`config.mk`:
```
export PLATFORM = sky130hd
export DESIGN_NAME = uart_chan_regs
export DESIGN_NICKNAME = d
export VERILOG_FILES = /design/src/core/uart_chan_pkg.sv /design/src/core/baud_tick.sv /design/src/core/rx_timeout.sv /design/src/core/uart_chan_regs.sv
export VERILOG_INCLUDE_DIRS = /design/src /design/src/core
export SDC_FILE = /design/constraint.sdc
export NUM_CORES = 1
export LEC_CHECK = 0
export ABC_CLOCK_PERIOD_IN_PS = 6000
export CAP_MARGIN = 15
export CELL_PAD_IN_SITES_DETAIL_PLACEMENT = 0
export CELL_PAD_IN_SITES_GLOBAL_PLACEMENT = 2
export CORE_UTILIZATION = 35
export DETAILED_ROUTE_END_ITERATION = 8
export DONT_BUFFER_PORTS = 1
export GPL_TIMING_DRIVEN = 0
export MAX_ROUTING_LAYER = met4
export PLACE_DENSITY = 0.81
export SKIP_CTS_REPAIR_TIMING = 1
export SLEW_MARGIN = 20
export SYNTH_ARGS = -nofsm -noshare
export SYNTH_HDL_FRONTEND = slang
export SYNTH_SLANG_ARGS = --single-unit
```
`constraint.sdc`:
```
create_clock -name i_mclk -period 6 [get_ports i_mclk]
set_clock_uncertainty 0.2 [all_clocks]
set_input_delay 1.2 -clock i_mclk [delete_from_list [all_inputs] [get_ports i_mclk]]
set_output_delay 1.2 -clock i_mclk [all_outputs]
set_load 0.005 [all_outputs]
```
`src/core/uart_chan_regs.svh`:
```
// Register offsets, field positions, reset values and keys of one channel
`ifndef UART_CHAN_REGS_SVH
`define UART_CHAN_REGS_SVH

// Offsets on the three address lines
`define OFS_DATA         3'h0
`define OFS_MASK         3'h1
`define OFS_SOURCE       3'h2
`define OFS_LINE_CTRL    3'h3
`define OFS_LINE_STAT    3'h5
`define OFS_RESUME_1     3'h4
`define OFS_RESUME_2     3'h5
`define OFS_PAUSE_1      3'h6
`define OFS_PAUSE_2      3'h7

// Line-control value that opens the enhanced bank
`define ENH_KEY          8'hBF
`define LCR_DLAB_BIT     7

// Field positions
`define FCR_FIFO_EN_BIT  0
`define IER_RX_BIT       0
`define IER_TX_BIT       1
`define IER_LINE_BIT     2
`define IER_MODEM_BIT    3
`define EFR_ENH_BIT      4
`define ISR_NONE_BIT     0

// Reset values
`define RST_BYTE         8'h00
`define RST_LCR          8'h00
`define RST_IER          8'h00
`define RST_DIV          16'h0000

// Oversampling of the baud generator and timeout figures
`define BAUD_OVERSAMPLE  16
`define TMO_CHARS        4
`define TMO_EXTRA_BITS   12

`endif

```
`src/core/uart_chan_pkg.sv`:
```
// Types shared by the channel register bank
package uart_chan_pkg;

   typedef logic [7:0]  byte_t;
   typedef logic [15:0] div_t;

   // Interrupt source codes, in priority order
   typedef enum logic [5:0] {
      SRC_LINE    = 6'h06,
      SRC_TIMEOUT = 6'h0C,
      SRC_RXDATA  = 6'h04,
      SRC_TXRDY   = 6'h02,
      SRC_MODEM   = 6'h00,
      SRC_NONE    = 6'h01
   } isr_code_t;

endpackage

```
`src/core/baud_tick.sv`:
```
// Bit-time enable pulse from the programmed divisor
`timescale 1ns/1ps
module baud_tick #(
   parameter int DIV_W = 16,
   parameter int OVS   = 16
) (
   input  wire logic             i_mclk,
   input  wire logic             i_rst,
   input  wire logic [DIV_W-1:0] i_divisor,
   output logic                  o_tick
);
   localparam int CW = DIV_W + $clog2(OVS);

   logic [CW-1:0] cnt_reg;
   logic [CW-1:0] cnt_next;
   logic          tick_reg;
   logic          tick_next;
   logic [CW-1:0] limit;

   always_comb begin
      limit     = CW'(i_divisor) * CW'(OVS);
      cnt_next  = cnt_reg + 1'b1;
      tick_next = 1'b0;
      // A zero divisor stops the generator
      if (i_divisor == '0) begin
         cnt_next = '0;
      end else if (cnt_next >= limit) begin
         cnt_next  = '0;
         tick_next = 1'b1;
      end
   end

   always_ff @(posedge i_mclk) begin
      if (i_rst) begin
         cnt_reg  <= '0;
         tick_reg <= 1'b0;
      end else begin
         cnt_reg  <= cnt_next;
         tick_reg <= tick_next;
      end
   end

   assign o_tick = tick_reg;
endmodule

```
`src/core/rx_timeout.sv`:
```
// Receive idle timer counted in bit times
`timescale 1ns/1ps
module rx_timeout #(
   parameter int LIM_W = 8
) (
   input  wire logic             i_mclk,
   input  wire logic             i_rst,
   input  wire logic             i_tick,
   input  wire logic             i_armed,
   input  wire logic             i_activity,
   input  wire logic             i_clear,
   input  wire logic [LIM_W-1:0] i_limit,
   output logic                  o_expired
);
   logic [LIM_W-1:0] cnt_reg;
   logic [LIM_W-1:0] cnt_next;
   logic             exp_reg;
   logic             exp_next;

   always_comb begin
      cnt_next = cnt_reg;
      exp_next = exp_reg;
      if (!i_armed || i_activity) begin
         cnt_next = '0;
      end else if (i_tick && cnt_reg != i_limit) begin
         cnt_next = cnt_reg + 1'b1;
      end
      // Expiry holds until the holding register is read or the timer is disarmed
      if (i_armed && i_tick && !i_activity
          && cnt_reg + 1'b1 == i_limit) begin
         exp_next = 1'b1;
      end else if (i_clear || !i_armed) begin
         exp_next = 1'b0;
      end
   end

   always_ff @(posedge i_mclk) begin
      if (i_rst) begin
         cnt_reg <= '0;
         exp_reg <= 1'b0;
      end else begin
         cnt_reg <= cnt_next;
         exp_reg <= exp_next;
      end
   end

   assign o_expired = exp_reg;
endmodule

```
`src/core/uart_chan_regs.sv`:
```
// Per-channel register bank of a quad UART
`timescale 1ns/1ps
`include "uart_chan_regs.svh"
module uart_chan_regs #(
   parameter int          FIFO_DEPTH = 128,
   parameter int          CNT_W      = 8,
   parameter logic [7:0]  TRIG_0     = 8'h01,
   parameter logic [7:0]  TRIG_1     = 8'h04,
   parameter logic [7:0]  TRIG_2     = 8'h08,
   parameter logic [7:0]  TRIG_3     = 8'h0E,
   // Identity bytes: arbitrary values
   parameter logic [7:0]  REV_ID     = 8'h01,
   parameter logic [7:0]  DEV_ID     = 8'h5A
) (
   input  wire logic        i_mclk,
   input  wire logic        i_rst,
   input  wire logic        i_cs,
   input  wire logic        i_rd,
   input  wire logic        i_wr,
   input  wire logic [2:0]  i_addr,
   input  wire logic [7:0]  i_wdata,
   input  wire logic        i_fifo_status_select_n,
   input  wire logic        i_rx_push,
   input  wire logic [7:0]  i_rx_data,
   input  wire logic [6:0]  i_line_flags,
   input  wire logic        i_tx_ready,
   input  wire logic        i_modem_change,
   input  wire logic [2:0]  i_peer_rx_ready_n,
   input  wire logic [2:0]  i_peer_tx_ready_n,
   output logic [7:0]       o_rdata,
   output logic             o_irq,
   output logic             o_rx_pop,
   output logic             o_tx_wr,
   output logic [7:0]       o_tx_data,
   output logic [15:0]      o_divisor,
   output logic [7:0]       o_line_control,
   output logic [7:0]       o_feature_control,
   output logic [7:0]       o_enh_ctrl,
   output logic [31:0]      o_flow_chars,
   output logic             o_bit_tick
);
   uart_chan_pkg::byte_t     lcr_reg, lcr_next;
   uart_chan_pkg::byte_t     ier_reg, ier_next;
   uart_chan_pkg::byte_t     fcr_reg, fcr_next;
   uart_chan_pkg::byte_t     efr_reg, efr_next;
   uart_chan_pkg::byte_t     feature_control_reg, feature_control_next;
   uart_chan_pkg::byte_t     trg_reg, trg_next;
   uart_chan_pkg::div_t      div_reg, div_next;
   logic [31:0]              flow_reg, flow_next;
   logic [CNT_W-1:0]         cnt_reg, cnt_next;
   logic                     ready_reg, ready_next;
   logic                     txp_reg, txp_next;
   logic                     txd_reg, txd_next;
   uart_chan_pkg::byte_t     rdata_reg, rdata_next;
   logic                     irq_reg, irq_next;
   logic                     pop_reg, pop_next;
   logic                     twr_reg, twr_next;
   uart_chan_pkg::byte_t     tdat_reg, tdat_next;

   logic                     sel_rd, sel_wr, enh, dlab, div_zero;
   logic                     push, pop, rhr_rd, isr_rd;
   logic                     fifo_on, rx_lvl, tmo;
   logic [7:0]               trig, tmo_lim, char_bits;
   uart_chan_pkg::isr_code_t src;
   uart_chan_pkg::byte_t     isr_val, lsr_val, shared_fifo_ready_status_val;

   baud_tick #(
      .DIV_W (16),
      .OVS   (`BAUD_OVERSAMPLE)
   ) u_baud (
      .i_mclk    (i_mclk),
      .i_rst     (i_rst),
      .i_divisor (div_reg),
      .o_tick    (o_bit_tick)
   );

   rx_timeout #(
      .LIM_W (8)
   ) u_tmo (
      .i_mclk     (i_mclk),
      .i_rst      (i_rst),
      .i_tick     (o_bit_tick),
      .i_armed    (fifo_on && cnt_reg != '0),
      .i_activity (push || pop),
      .i_clear    (rhr_rd),
      .i_limit    (tmo_lim),
      .o_expired  (tmo)
   );

   // Decode, status and interrupt source
   always_comb begin
      sel_rd   = i_cs && i_rd;
      sel_wr   = i_cs && i_wr;
      enh      = lcr_reg == `ENH_KEY;
      dlab     = lcr_reg[`LCR_DLAB_BIT] && !enh;
      div_zero = div_reg == '0;
      fifo_on  = fcr_reg[`FCR_FIFO_EN_BIT];
      rhr_rd   = sel_rd && i_fifo_status_select_n && !enh && !dlab
                 && i_addr == `OFS_DATA;
      isr_rd   = sel_rd && i_fifo_status_select_n && !enh && !dlab
                 && i_addr == `OFS_SOURCE;
      push     = i_rx_push && cnt_reg < CNT_W'(FIFO_DEPTH);
      pop      = rhr_rd && cnt_reg != '0;
      if (feature_control_reg[5:4] == 2'b11) begin
         trig = trg_reg;
      end else if (fcr_reg[7:6] == 2'b00) begin
         trig = TRIG_0;
      end else if (fcr_reg[7:6] == 2'b01) begin
         trig = TRIG_1;
      end else if (fcr_reg[7:6] == 2'b10) begin
         trig = TRIG_2;
      end else begin
         trig = TRIG_3;
      end
      // Start, data, parity and stop bits of one character
      char_bits = 8'(1 + 5 + lcr_reg[1:0] + lcr_reg[3] + 1 + lcr_reg[2]);
      tmo_lim   = 8'(`TMO_CHARS * char_bits + `TMO_EXTRA_BITS);
      // FIFO mode waits for the trigger, otherwise any character
      rx_lvl = fifo_on ? (8'(cnt_reg) >= trig) : (cnt_reg != '0);
      src = uart_chan_pkg::SRC_NONE;
      if (ier_reg[`IER_LINE_BIT] && |i_line_flags[3:0]) begin
         src = uart_chan_pkg::SRC_LINE;
      end else if (ier_reg[`IER_RX_BIT] && fifo_on && tmo) begin
         src = uart_chan_pkg::SRC_TIMEOUT;
      end else if (ier_reg[`IER_RX_BIT] && rx_lvl) begin
         src = uart_chan_pkg::SRC_RXDATA;
      end else if (ier_reg[`IER_TX_BIT] && txp_reg) begin
         src = uart_chan_pkg::SRC_TXRDY;
      end else if (ier_reg[`IER_MODEM_BIT] && i_modem_change) begin
         src = uart_chan_pkg::SRC_MODEM;
      end
      isr_val   = {fifo_on, fifo_on, src};
      lsr_val   = {i_line_flags, ready_reg};
      shared_fifo_ready_status_val = {i_peer_rx_ready_n, !ready_reg,
                   i_peer_tx_ready_n, !i_tx_ready};
   end

   // Register writes and the transmit write strobe
   always_comb begin
      lcr_next  = lcr_reg;
      ier_next  = ier_reg;
      fcr_next  = fcr_reg;
      efr_next  = efr_reg;
      feature_control_next = feature_control_reg;
      trg_next  = trg_reg;
      div_next  = div_reg;
      flow_next = flow_reg;
      tdat_next = tdat_reg;
      twr_next  = 1'b0;
      if (sel_wr && i_addr == `OFS_LINE_CTRL) begin
         lcr_next = i_wdata;
      end else if (sel_wr && enh) begin
         if (i_addr == `OFS_DATA) begin
            trg_next = i_wdata;
         end else if (i_addr == `OFS_MASK) begin
            feature_control_next = i_wdata;
         end else if (i_addr == `OFS_SOURCE) begin
            efr_next = i_wdata;
         end else if (i_addr == `OFS_RESUME_1) begin
            flow_next[7:0] = i_wdata;
         end else if (i_addr == `OFS_RESUME_2) begin
            flow_next[15:8] = i_wdata;
         end else if (i_addr == `OFS_PAUSE_1) begin
            flow_next[23:16] = i_wdata;
         end else if (i_addr == `OFS_PAUSE_2) begin
            flow_next[31:24] = i_wdata;
         end
      end else if (sel_wr && dlab && i_addr == `OFS_DATA) begin
         div_next[7:0] = i_wdata;
      end else if (sel_wr && dlab && i_addr == `OFS_MASK) begin
         div_next[15:8] = i_wdata;
      end else if (sel_wr && i_addr == `OFS_DATA) begin
         tdat_next = i_wdata;
         twr_next  = 1'b1;
      end else if (sel_wr && i_addr == `OFS_MASK) begin
         // Upper enables need the enhanced-function bit
         ier_next[3:0] = i_wdata[3:0];
         if (efr_reg[`EFR_ENH_BIT]) begin
            ier_next[7:4] = i_wdata[7:4];
         end
      end else if (sel_wr && i_addr == `OFS_SOURCE) begin
         // Bits 7:3 only take effect with the enable bit set; bits 2:1 are never stored
         fcr_next[`FCR_FIFO_EN_BIT] = i_wdata[`FCR_FIFO_EN_BIT];
         if (i_wdata[`FCR_FIFO_EN_BIT]) begin
            fcr_next[7:3] = i_wdata[7:3];
         end
      end
   end

   // Read data, FIFO count and pending flags
   always_comb begin
      rdata_next = rdata_reg;
      cnt_next   = CNT_W'(cnt_reg + CNT_W'(push) - CNT_W'(pop));
      ready_next = cnt_next != '0;
      pop_next   = pop;
      txd_next   = i_tx_ready;
      txp_next   = txp_reg;
      if (isr_rd && src == uart_chan_pkg::SRC_TXRDY) begin
         txp_next = 1'b0;
      end else if (twr_next) begin
         txp_next = 1'b0;
      end
      if (i_tx_ready && !txd_reg) begin
         txp_next = 1'b1;
      end
      irq_next = !isr_val[`ISR_NONE_BIT];
      if (sel_rd) begin
         rdata_next = 8'h00;
         if (!i_fifo_status_select_n) begin
            rdata_next = shared_fifo_ready_status_val;
         end else if (i_addr == `OFS_LINE_CTRL) begin
            rdata_next = lcr_reg;
         end else if (enh) begin
            if (i_addr == `OFS_DATA) begin
               rdata_next = 8'(cnt_reg);
            end else if (i_addr == `OFS_MASK) begin
               rdata_next = feature_control_reg;
            end else if (i_addr == `OFS_SOURCE) begin
               rdata_next = efr_reg;
            end else if (i_addr == `OFS_RESUME_1) begin
               rdata_next = flow_reg[7:0];
            end else if (i_addr == `OFS_RESUME_2) begin
               rdata_next = flow_reg[15:8];
            end else if (i_addr == `OFS_PAUSE_1) begin
               rdata_next = flow_reg[23:16];
            end else if (i_addr == `OFS_PAUSE_2) begin
               rdata_next = flow_reg[31:24];
            end
         end else if (dlab && i_addr == `OFS_DATA) begin
            rdata_next = div_zero ? REV_ID : div_reg[7:0];
         end else if (dlab && i_addr == `OFS_MASK) begin
            rdata_next = div_zero ? DEV_ID : div_reg[15:8];
         end else if (dlab) begin
            rdata_next = 8'h00;
         end else if (i_addr == `OFS_DATA) begin
            rdata_next = i_rx_data;
         end else if (i_addr == `OFS_MASK) begin
            rdata_next = ier_reg;
         end else if (i_addr == `OFS_SOURCE) begin
            rdata_next = isr_val;
         end else if (i_addr == `OFS_LINE_STAT) begin
            rdata_next = lsr_val;
         end
      end
   end

   always_ff @(posedge i_mclk) begin
      if (i_rst) begin
         lcr_reg   <= `RST_LCR;
         ier_reg   <= `RST_IER;
         fcr_reg   <= `RST_BYTE;
         efr_reg   <= `RST_BYTE;
         feature_control_reg  <= `RST_BYTE;
         trg_reg   <= `RST_BYTE;
         div_reg   <= `RST_DIV;
         flow_reg  <= '0;
         cnt_reg   <= '0;
         ready_reg <= 1'b0;
         txp_reg   <= 1'b0;
         txd_reg   <= 1'b0;
         rdata_reg <= `RST_BYTE;
         irq_reg   <= 1'b0;
         pop_reg   <= 1'b0;
         twr_reg   <= 1'b0;
         tdat_reg  <= `RST_BYTE;
      end else begin
         lcr_reg   <= lcr_next;
         ier_reg   <= ier_next;
         fcr_reg   <= fcr_next;
         efr_reg   <= efr_next;
         feature_control_reg  <= feature_control_next;
         trg_reg   <= trg_next;
         div_reg   <= div_next;
         flow_reg  <= flow_next;
         cnt_reg   <= cnt_next;
         ready_reg <= ready_next;
         txp_reg   <= txp_next;
         txd_reg   <= txd_next;
         rdata_reg <= rdata_next;
         irq_reg   <= irq_next;
         pop_reg   <= pop_next;
         twr_reg   <= twr_next;
         tdat_reg  <= tdat_next;
      end
   end

   assign o_rdata           = rdata_reg;
   assign o_irq             = irq_reg;
   assign o_rx_pop          = pop_reg;
   assign o_tx_wr           = twr_reg;
   assign o_tx_data         = tdat_reg;
   assign o_divisor         = div_reg;
   assign o_line_control    = lcr_reg;
   assign o_feature_control = feature_control_reg;
   assign o_enh_ctrl        = efr_reg;
   assign o_flow_chars      = flow_reg;
endmodule

```
==> out/qor.txt, run 1 <==
Crit path kind: input pin to flop
Final setup violation count: 0
Layout cells sized above 1: 6.57%
Final worst path period share: 74.4%
Worst Tran Pin Value: 0.973 ns
Leak: 3.34 nW
Synth Net Count: 1092
Final HPWL DP: 22300 microns
Post-Synth XOR/XNOR Area: 4.00%
Final Slew Violations: 0
Slew headroom: 34.6%
# rows: 55
Seq. cell area: 3020 sq um
Vias post-DR: 7431
Largest family of logic cells by synthesized area: simple AND/OR/NAND/NOR gates
Slowest-stage cell, CP: fa_1
Initial antenna violation count: 1
Fraction of the mapped netlist area in simple logic gates: 23.5%
Critical path data required time: 6.09 ns
Avg WL per Cell: 22.0 microns
Crit-path max FO: 10
Clk buf depth: 2
Outcome: finished, final reports clean
Kind of start point of the critical path: input pin
Yosys top cell by area: dfxtp_1
Fin Setup TNS: 0 ns
P&R area growth vs syn: 11.7%
Fmax: 0.224 GHz
Total core area: 22800 sq um
WHS: 0.260 ns
Largest register FFs: 32
Clock Sinks: 151
Largest net degree at the start of global routing: 17
Total power: 2.60 mW
Final instance area: 9210 sq um
CTS tree: yes
Post-synth top cells: dfxtp_1 (151), nand2_1 (148), a21oi_1 (95), nor2_1 (91), mux2i_1 (53)
Register area share after synthesis: 36.6%
Die width: 156 microns
Number of global-route vias before repair: 7063
Placer Congestion: 0.916
Max incr delay on CP: 0.41 ns
Post-DRT Antenna Nets: 0
Drc violations: 0
Synthesized flop and latch total: 151
I/O pin total: 133
Synth cell types: 69
Worst min path class: flop to flop
Most frequent cell after synthesis: dfxtp_1
DRT Pass-1 Iters: 5
Initial DRC count: 641
Multiplexer area fraction after synthesis: 8.07%
Yosys warning total: 0
First-pass GRT wire length: 44600 microns
Syn Area/Cell: 8.23 sq um
Die height: 156 microns
Post-Route WL: 29600 microns
DIE AREA: 24200 sq um
Worst Setup End Kind: flop
Drt via density: 5.51
Placed cell areas: 8640 sq um
Power per cell area: 283 nW/um^2
Clk_lat worst skew: 0.44 ns
Fill count: 2405
Post-Syn Area: 8250 sq um
H-tree levels: 4
CP Buf/Inv Count: 2
PortBufs: 0
EDFF count, synth: 0
Top area cells in the synthesized netlist: dfxtp_1 (37%), ha_1 (7.0%), nand2_1 (6.7%), mux2i_1 (6.4%), a21oi_1 (5.8%)
Number of CTS-inserted buffers: 17
Multi-input gate area: 4840 sq um
Synth Area in Adders: 7.46%
Top cell family by delay on the critical path: simple AND/OR/NAND/NOR gates
GRT overflow: 0
Arr. time, crit path: 4.55 ns
Final hold vios: 0
Root Buffer: clkbuf_16
CTS clock-pin slew for the worst setup and hold paths: 0.07 ns
Initial core utilization: 36.1%
Worst IR Drop VDD: 0.172 mV
Cells after Synth: 1003
Ys async rst share: 0%
RSZ-0062 raised after global routing: false
Ys flop type: dfxtp_1
GRT Overall Usage: 25.7%
Critical path, cell by cell: buf_2, nor2_1, nand2_1, nor3_1, nand2_1, ha_1, ha_1, inv_1, fa_1, nor2b_1, nor2_1, o21ai_0, xnor2_1, nor3b_1, a31oi_1
Final Critical Period: 4.46 ns
Nets@finish: 1111
Share of the synthesized area in the top cell type: 36.6%
Max Cap Viol: 0
Synth Area in Compound Gates: 15.6%
cell families after synthesis:
group | after synthesis
compound gates | 206
buf+inv | 98
xor+xnor | 36
fa+ha+maj | 48
flops | 151
mux | 59
simple gates | 405
per-layer routing:
metal	up-vias	wire length [microns]	share of wire [%]	global-route usage, %
met4	0	733	2.5	9.34
met3	37	2590	8.7	7.58
li1	3564	-	-	-
met5	-	0	0	-
met1	3557	13300	45	33.3
met2	273	13000	44	37.9
path summary, 6_finish.rpt:
check                    start                to  slack (ns)  cells after the start
max                  i_addr[2]         ready_reg        1.54                     15
min                 trg_reg[5]        trg_reg[5]        0.26                      2
max reg2reg  o_line_control[0]  u_tmo.cnt_reg[0]        2.37                     14
min reg2reg         trg_reg[5]        trg_reg[5]        0.26                      2
per-stage QoR:
stage / cells / setup WS, ns / utilization (%)
2_1_floorplan: 1003 / 1.96 / -
6_report: 1349 / 1.54 / 40.3
3_3_place_gp: 1316 / 1.10 / 37.8
3_5_place_dp: 1316 / 1.12 / 37.8
4_1_cts: 1348 / 1.57 / 40.3
5_1_grt: 1349 / 1.32 / 40.3
power breakdown:
part / total, mW / switching [mW] / internal [mW] / leakage (nW)
logic: 0.477 / 0.281 / 0.196 / 1.84
clock network: 1.06 / 0.498 / 0.561 / 0.284
registers: 1.07 / 0.0370 / 1.03 / 1.22
cell usage in the layout (no fill, tap or decap), drive strengths merged, types with 18 or more instances in the layout:
master,netlist,final
a21oi,95,95
nor3,21,21
mux2i,53,53
xnor2,24,24
nand2,148,148
dfxtp,151,151
clkbuf,34,52
nand3,52,52
ha,46,46
o21ai,34,34
nor2,92,92
nor2b,31,31
buf,18,18
inv,45,55
tightest hold or removal path, delay by kind of cell, from the launching register on:
family,cells,cell delay (ns)
simple gates,1,0.05
flops,1,0.31
compound gates,1,0.05
layout make-up:
class                   count  area share, %
well taps                 313           4.25
multi-input cells         754           52.5
flip-flops and latches    151           32.8
clock buffers              18           4.77
plain buffers              52           2.36
clock inverters            14           1.40
inverters                  46           1.87
diodes                      1         0.0272
Power figures use the tool's default switching activity.
==> inputs of run 2 (changes only) <==
--- a/config.mk
+++ b/config.mk
@@ -6,16 +6,16 @@
 export SDC_FILE = /design/constraint.sdc
 export NUM_CORES = 1
 export LEC_CHECK = 0
-export ABC_CLOCK_PERIOD_IN_PS = 6000
+export ABC_CLOCK_PERIOD_IN_PS = 3900
 export CAP_MARGIN = 15
 export CELL_PAD_IN_SITES_DETAIL_PLACEMENT = 0
 export CELL_PAD_IN_SITES_GLOBAL_PLACEMENT = 2
-export CORE_UTILIZATION = 35
+export CORE_UTILIZATION = 34
 export DETAILED_ROUTE_END_ITERATION = 8
 export DONT_BUFFER_PORTS = 1
 export GPL_TIMING_DRIVEN = 0
 export MAX_ROUTING_LAYER = met4
-export PLACE_DENSITY = 0.81
+export PLACE_DENSITY = 0.82
 export SKIP_CTS_REPAIR_TIMING = 1
 export SLEW_MARGIN = 20
 export SYNTH_ARGS = -nofsm -noshare
==> constraint.sdc (replaced) <==
create_clock -name i_mclk -period 3.9 [get_ports i_mclk]
set_clock_uncertainty 0.2 [all_clocks]
set_input_delay 0.78 -clock i_mclk [delete_from_list [all_inputs] [get_ports i_mclk]]
set_output_delay 0.78 -clock i_mclk [all_outputs]
set_load 0.005 [all_outputs]
==> out/qor.txt, run 2 (synthesized netlist as in run 1, its figures left out) <==
Crit-path max FO: 10
P&R area growth vs syn: 12.7%
Post-DRT Antenna Nets: 0
Crit path kind: input pin to flop
Kind of start point of the critical path: input pin
Clk_lat worst skew: 0.43 ns
Largest net degree at the start of global routing: 17
Worst min path class: flop to flop
Final hold vios: 0
Nets@finish: 1111
Vias post-DR: 7390
RSZ-0062 raised after global routing: false
Initial core utilization: 34.9%
Initial DRC count: 674
Initial antenna violation count: 0
DRT Pass-1 Iters: 5
GR Util met3: 6.41%
HP Start: trg_reg[3]
Leak: 3.37 nW
Commonest non-fill, non-tap cell in the layout: dfxtp_1
Final setup violation count: 0
Fmax: 0.274 GHz
Total power: 4.19 mW
Hold depth: 2
Worst Hold Endpoint: trg_reg[3]
Avg WL per Cell: 22.0 microns
N_diodes: 0
# rows: 56
DIE AREA: 24900 sq um
Worst Reg-to-Reg Cells: 14
PortBufs: 0
Drt via density: 5.46
Worst IR Drop VDD: 0.268 mV
Arr. time, crit path: 3.74 ns
Worst reg2reg startpoint: o_line_control[3]
R2r endpoint: u_tmo.cnt_reg[5]
Final instance area: 9300 sq um
Number of CTS-inserted buffers: 17
Root Buffer: clkbuf_16
Die width: 158 microns
GRT Overall Usage: 25.0%
Slew headroom: 34.3%
Met2 Use GR: 38.7%
Largest register FFs: 32
Total core area: 23600 sq um
Critical path data required time: 3.99 ns
Worst Tran Pin Value: 0.986 ns
Outcome: finished, final reports clean
Clock Sinks: 151
Number of global-route vias before repair: 7019
Max Cap Viol: 0
Most frequent cells in the layout: dfxtp_1 (151), nand2_1 (147), a21oi_1 (95)
Placed cell areas: 8650 sq um
First-pass GRT wire length: 44100 microns
Post-Route WL: 29800 microns
Final worst path period share: 93.7%
Layout Utilization: 39.4%
I/O pin total: 133
CTS tree: yes
Met1 usage: 31.5%
Die height: 158 microns
CTS clock-pin slew for the worst setup and hold paths: 0.07 ns
Final HPWL DP: 22300 microns
Gr busiest metal: met2
Final Slew Violations: 0
Layout cells sized above 1: 6.86%
FF-to-FF setup slack: 0.26 ns
Final Critical Period: 3.65 ns
Clk buf depth: 2
Drc violations: 0
GRT overflow: 0
Power per cell area: 451 nW/um^2
Worst Setup End Kind: flop
Placer Congestion: 0.904
H-tree levels: 4
## run 2: changes by cell type in the layout (fill, tap and decap cells not counted), sizes merged
cell    before  now
inv         55   53
bufinv       0    3
clkbuf      52   51
diode        1    0
## run 2: worst max path at each step
stage | start | to | slack [ns] | cells past startpoint
after CTS | i_addr[2] | ready_reg | -0.04 | 15
after detailed placement | i_addr[2] | ready_reg | -0.49 | 15
final | i_addr[2] | ready_reg | 0.25 | 15
after floorplan | i_addr[2] | ready_reg | 0.28 | 15
after global placement | i_addr[2] | ready_reg | -0.52 | 15
after global routing | i_addr[2] | ready_reg | 0.01 | 15
## run 2: area by class of cell
class / count / area (sq um)
inverter: 46 / 173
clock inverter: 15 / 211
clock buffer: 17 / 425
fill: 2461 / 14300
sequential: 151 / 3020
tap: 319 / 399
buffer: 52 / 218
multi-input combinational: 754 / 4850
## run 2: per-stage QoR
stage          instances  setup TNS (ns)  hold WS, ns  setup WS (ns)
2_1_floorplan       1003               0        0.236          0.279
3_3_place_gp        1322           -1.27        0.243         -0.522
3_5_place_dp        1322           -1.20        0.247         -0.486
4_1_cts             1354         -0.0397        0.257        -0.0397
5_1_grt             1354               0        0.281        0.00955
6_report            1354               0        0.257          0.247
## run 2: routing by layer
layer | up-vias | share of wire, %
met5 | - | 0
met4 | 0 | 2.6
met3 | 35 | 8.3
met2 | 269 | 46
met1 | 3520 | 44
li1 | 3566 | -
## run 2: worst max-delay path, cell delays in order
cell	delay [ns]
buf_2	0.19
nor2_2	0.25
nand2_2	0.22
nor3_2	0.28
nand2_1	0.13
ha_1	0.30
ha_1	0.15
inv_1	0.05
fa_1	0.41
nor2b_1	0.17
nor2_1	0.05
o21ai_0	0.20
xnor2_1	0.18
nor3b_1	0.26
a31oi_1	0.12
## run 2: power by group
group	internal, mW	switching [mW]	leakage (nW)
logic	0.302	0.429	1.84
registers	1.59	0.0553	1.22
clock network	1.04	0.776	0.315
total	2.93	1.26	3.37
==> inputs of run 3 (changes only) <==
--- a/config.mk
+++ b/config.mk
@@ -6,16 +6,18 @@
 export SDC_FILE = /design/constraint.sdc
 export NUM_CORES = 1
 export LEC_CHECK = 0
+export ABC_AREA = 1
 export ABC_CLOCK_PERIOD_IN_PS = 3900
 export CAP_MARGIN = 15
 export CELL_PAD_IN_SITES_DETAIL_PLACEMENT = 0
 export CELL_PAD_IN_SITES_GLOBAL_PLACEMENT = 2
-export CORE_UTILIZATION = 34
+export CORE_ASPECT_RATIO = 0.7
+export CORE_UTILIZATION = 32
 export DETAILED_ROUTE_END_ITERATION = 8
 export DONT_BUFFER_PORTS = 1
 export GPL_TIMING_DRIVEN = 0
 export MAX_ROUTING_LAYER = met4
-export PLACE_DENSITY = 0.82
+export PLACE_DENSITY = 0.81
 export SKIP_CTS_REPAIR_TIMING = 1
 export SLEW_MARGIN = 20
 export SYNTH_ARGS = -nofsm -noshare
==> out/qor.txt, run 3 <==
First-pass GRT wire length: 43400 microns
Synth Net Count: 1176
Yosys warning total: 0
Nets@finish: 1196
Cells after Synth: 1087
Fill count: 2578
GRT Overall Usage: 23.9%
Initial antenna violation count: 1
DRT Pass-1 Iters: 5
H-tree levels: 4
Fmax: 0.279 GHz
Post-DRT Antenna Nets: 0
Seq. cell area: 3030 sq um
Top area cells in the synthesized netlist: dfxtp_1 (38%), o21ai_0 (8.3%), nand2_1 (7.6%), a21oi_1 (7.3%), ha_1 (7.2%)
P&R area growth vs syn: 13.0%
Multi-input gate area: 4200 sq um
Worst min path class: flop to flop
Die height: 134 microns
Ys async rst share: 0%
Die width: 190 microns
Clock Sinks: 151
Slew headroom: 43.9%
Fin cells: 1439
Total core area: 24000 sq um
Max Cap Viol: 0
Clk buf depth: 2
Post-synth top cells: nand2_1 (160), dfxtp_1 (151), inv_1 (147), o21ai_0 (131), nor2_1 (120)
CTS tree: yes
Final worst path period share: 91.8%
PortBufs: 0
Worst IR Drop VDD: 0.347 mV
Worst Tran Pin Value: 0.841 ns
Drc violations: 0
Final Slew Violations: 0
Drt via density: 5.10
Outcome: finished, final reports clean
Initial DRC count: 563
# rows: 47
Most frequent cells in the layout: nand2_1 (159), dfxtp_1 (148), inv_1 (146)
Crit-path max FO: 10
Ys flop type: dfxtp_1
Synthesized flop and latch total: 151
Worst reg2reg startpoint: o_line_control[0]
Worst Hold Endpoint: txp_reg
Kind of start point of the critical path: flop
Most frequent cell after synthesis: nand2_1
FF-to-FF setup slack: 0.32 ns
Register area share after synthesis: 38.1%
Largest net degree at the start of global routing: 17
Worst Reg-to-Reg Cells: 15
Arr. time, crit path: 3.75 ns
Post-Route WL: 28800 microns
Initial core utilization: 33.1%
Vias post-DR: 7339
Worst Setup End Kind: flop
Avg WL per Cell: 20.0 microns
Power per cell area: 441 nW/um^2
Largest register FFs: 32
Final Critical Period: 3.58 ns
Final HPWL DP: 22600 microns
Post-Syn Area: 7940 sq um
Final setup violation count: 0
Pre-CTS WS: -0.377 ns
CTS clock-pin slew for the worst setup and hold paths: 0.07 ns
Yosys top cell by area: dfxtp_1
DP Cell Count: 1405
Layout cells sized above 1: 8.39%
Root Buffer: clkbuf_16
Number of CTS-inserted buffers: 17
Fin worst setup slack: 0.319 ns
Synth cell types: 50
Leak: 3.72 nW
Final hold vios: 0
Hold depth: 1
I/O pin total: 133
GRT overflow: 0
EDFF count, synth: 0
R2r endpoint: u_tmo.cnt_reg[4]
Commonest non-fill, non-tap cell in the layout: nand2_1
CP startpoint: o_line_control[0]
Placer Congestion: 0.894
DIE AREA: 25500 sq um
Clk_lat worst skew: 0.45 ns
Critical path data required time: 4.07 ns
Share of the synthesized area in the top cell type: 38.1%
Crit path kind: flop to flop
Syn Area/Cell: 7.31 sq um
HP Start: txd_reg
Number of global-route vias before repair: 7030
==> run 3: cell count changes after synthesis, sizes merged, moves of 13 or more <==
cell   delta
a21oi    +22
inv     +110
mux2i    -53
nand2    +13
nand3    -16
nor2     +41
nor2b    -31
o21ai   +101
xnor2    -17
xor2     +14
==> run 3: kinds of logic after synthesis <==
group	share of synthesized area [%]
flops	38.1
buf+inv	9.64
fa+ha+maj	7.75
compound gates	19.9
xor+xnor	3.83
simple gates	20.8
==> run 3: power breakdown <==
group / internal [mW] / switching (mW)
logic: 0.251 / 0.433
registers: 1.59 / 0.0521
clock network: 0.919 / 0.717
==> run 3: area by class of cell <==
class / instances / area share, %
well taps: 318 / 4.43
clock inverters: 12 / 1.30
inverters: 158 / 6.61
diodes: 1 / 0.0279
repair buffers: 1 / 0.0837
multi-input cells: 741 / 46.8
plain buffers: 37 / 1.95
flip-flops and latches: 151 / 33.7
clock buffers: 20 / 5.09
==> run 3: worst max path at each step <==
stage | end | slack, ns | cells after the start
2_1_floorplan | ready_reg | 0.28 | 16
3_3_place_gp | ready_reg | -0.38 | 16
3_5_place_dp | ready_reg | -0.38 | 16
4_1_cts | ready_reg | 0.07 | 16
5_1_grt | u_baud.cnt_reg[9] | -0.02 | 20
6_report | u_tmo.cnt_reg[4] | 0.32 | 15
==> run 3: through the flow <==
stage | area [sq um] | utilization (%) | setup TNS, ns | power, mW | hold WS (ns)
3_5_place_dp | 8340 | 34.8 | -0.773 | 2.35 | 0.202
6_report | 8970 | 37.4 | 0 | 3.96 | 0.214
4_1_cts | 8910 | 37.1 | 0 | 3.98 | 0.214
3_3_place_gp | 8340 | 34.8 | -0.748 | 2.35 | 0.197
2_1_floorplan | 7940 | - | 0 | 2.18 | 0.188
5_1_grt | 8970 | 37.4 | -0.0183 | 4.18 | 0.240
==> run 3: worst max-delay path: stages, from the launching register on <==
cell	delay, ns
dfxtp_2	0.45
inv_1	0.09
ha_1	0.28
inv_1	0.04
ha_1	0.20
fa_1	0.53
inv_1	0.07
ha_1	0.34
a2111oi_2	0.37
nand2_1	0.10
a21oi_1	0.12
o2111ai_1	0.10
nand2_1	0.12
buf_2	0.23
nor3_1	0.08
nor3b_2	0.16
==> run 3: metal layers <==
metal | up-vias | global-route usage (%) | wire [microns] | part of all wire, %
met5 | - | - | 0 | 0
met4 | 0 | 5.11 | 273 | 0.95
met3 | 23 | 9.03 | 3260 | 11
met2 | 282 | 30.1 | 10800 | 38
met1 | 3401 | 35.0 | 14400 | 50
li1 | 3633 | - | - | -
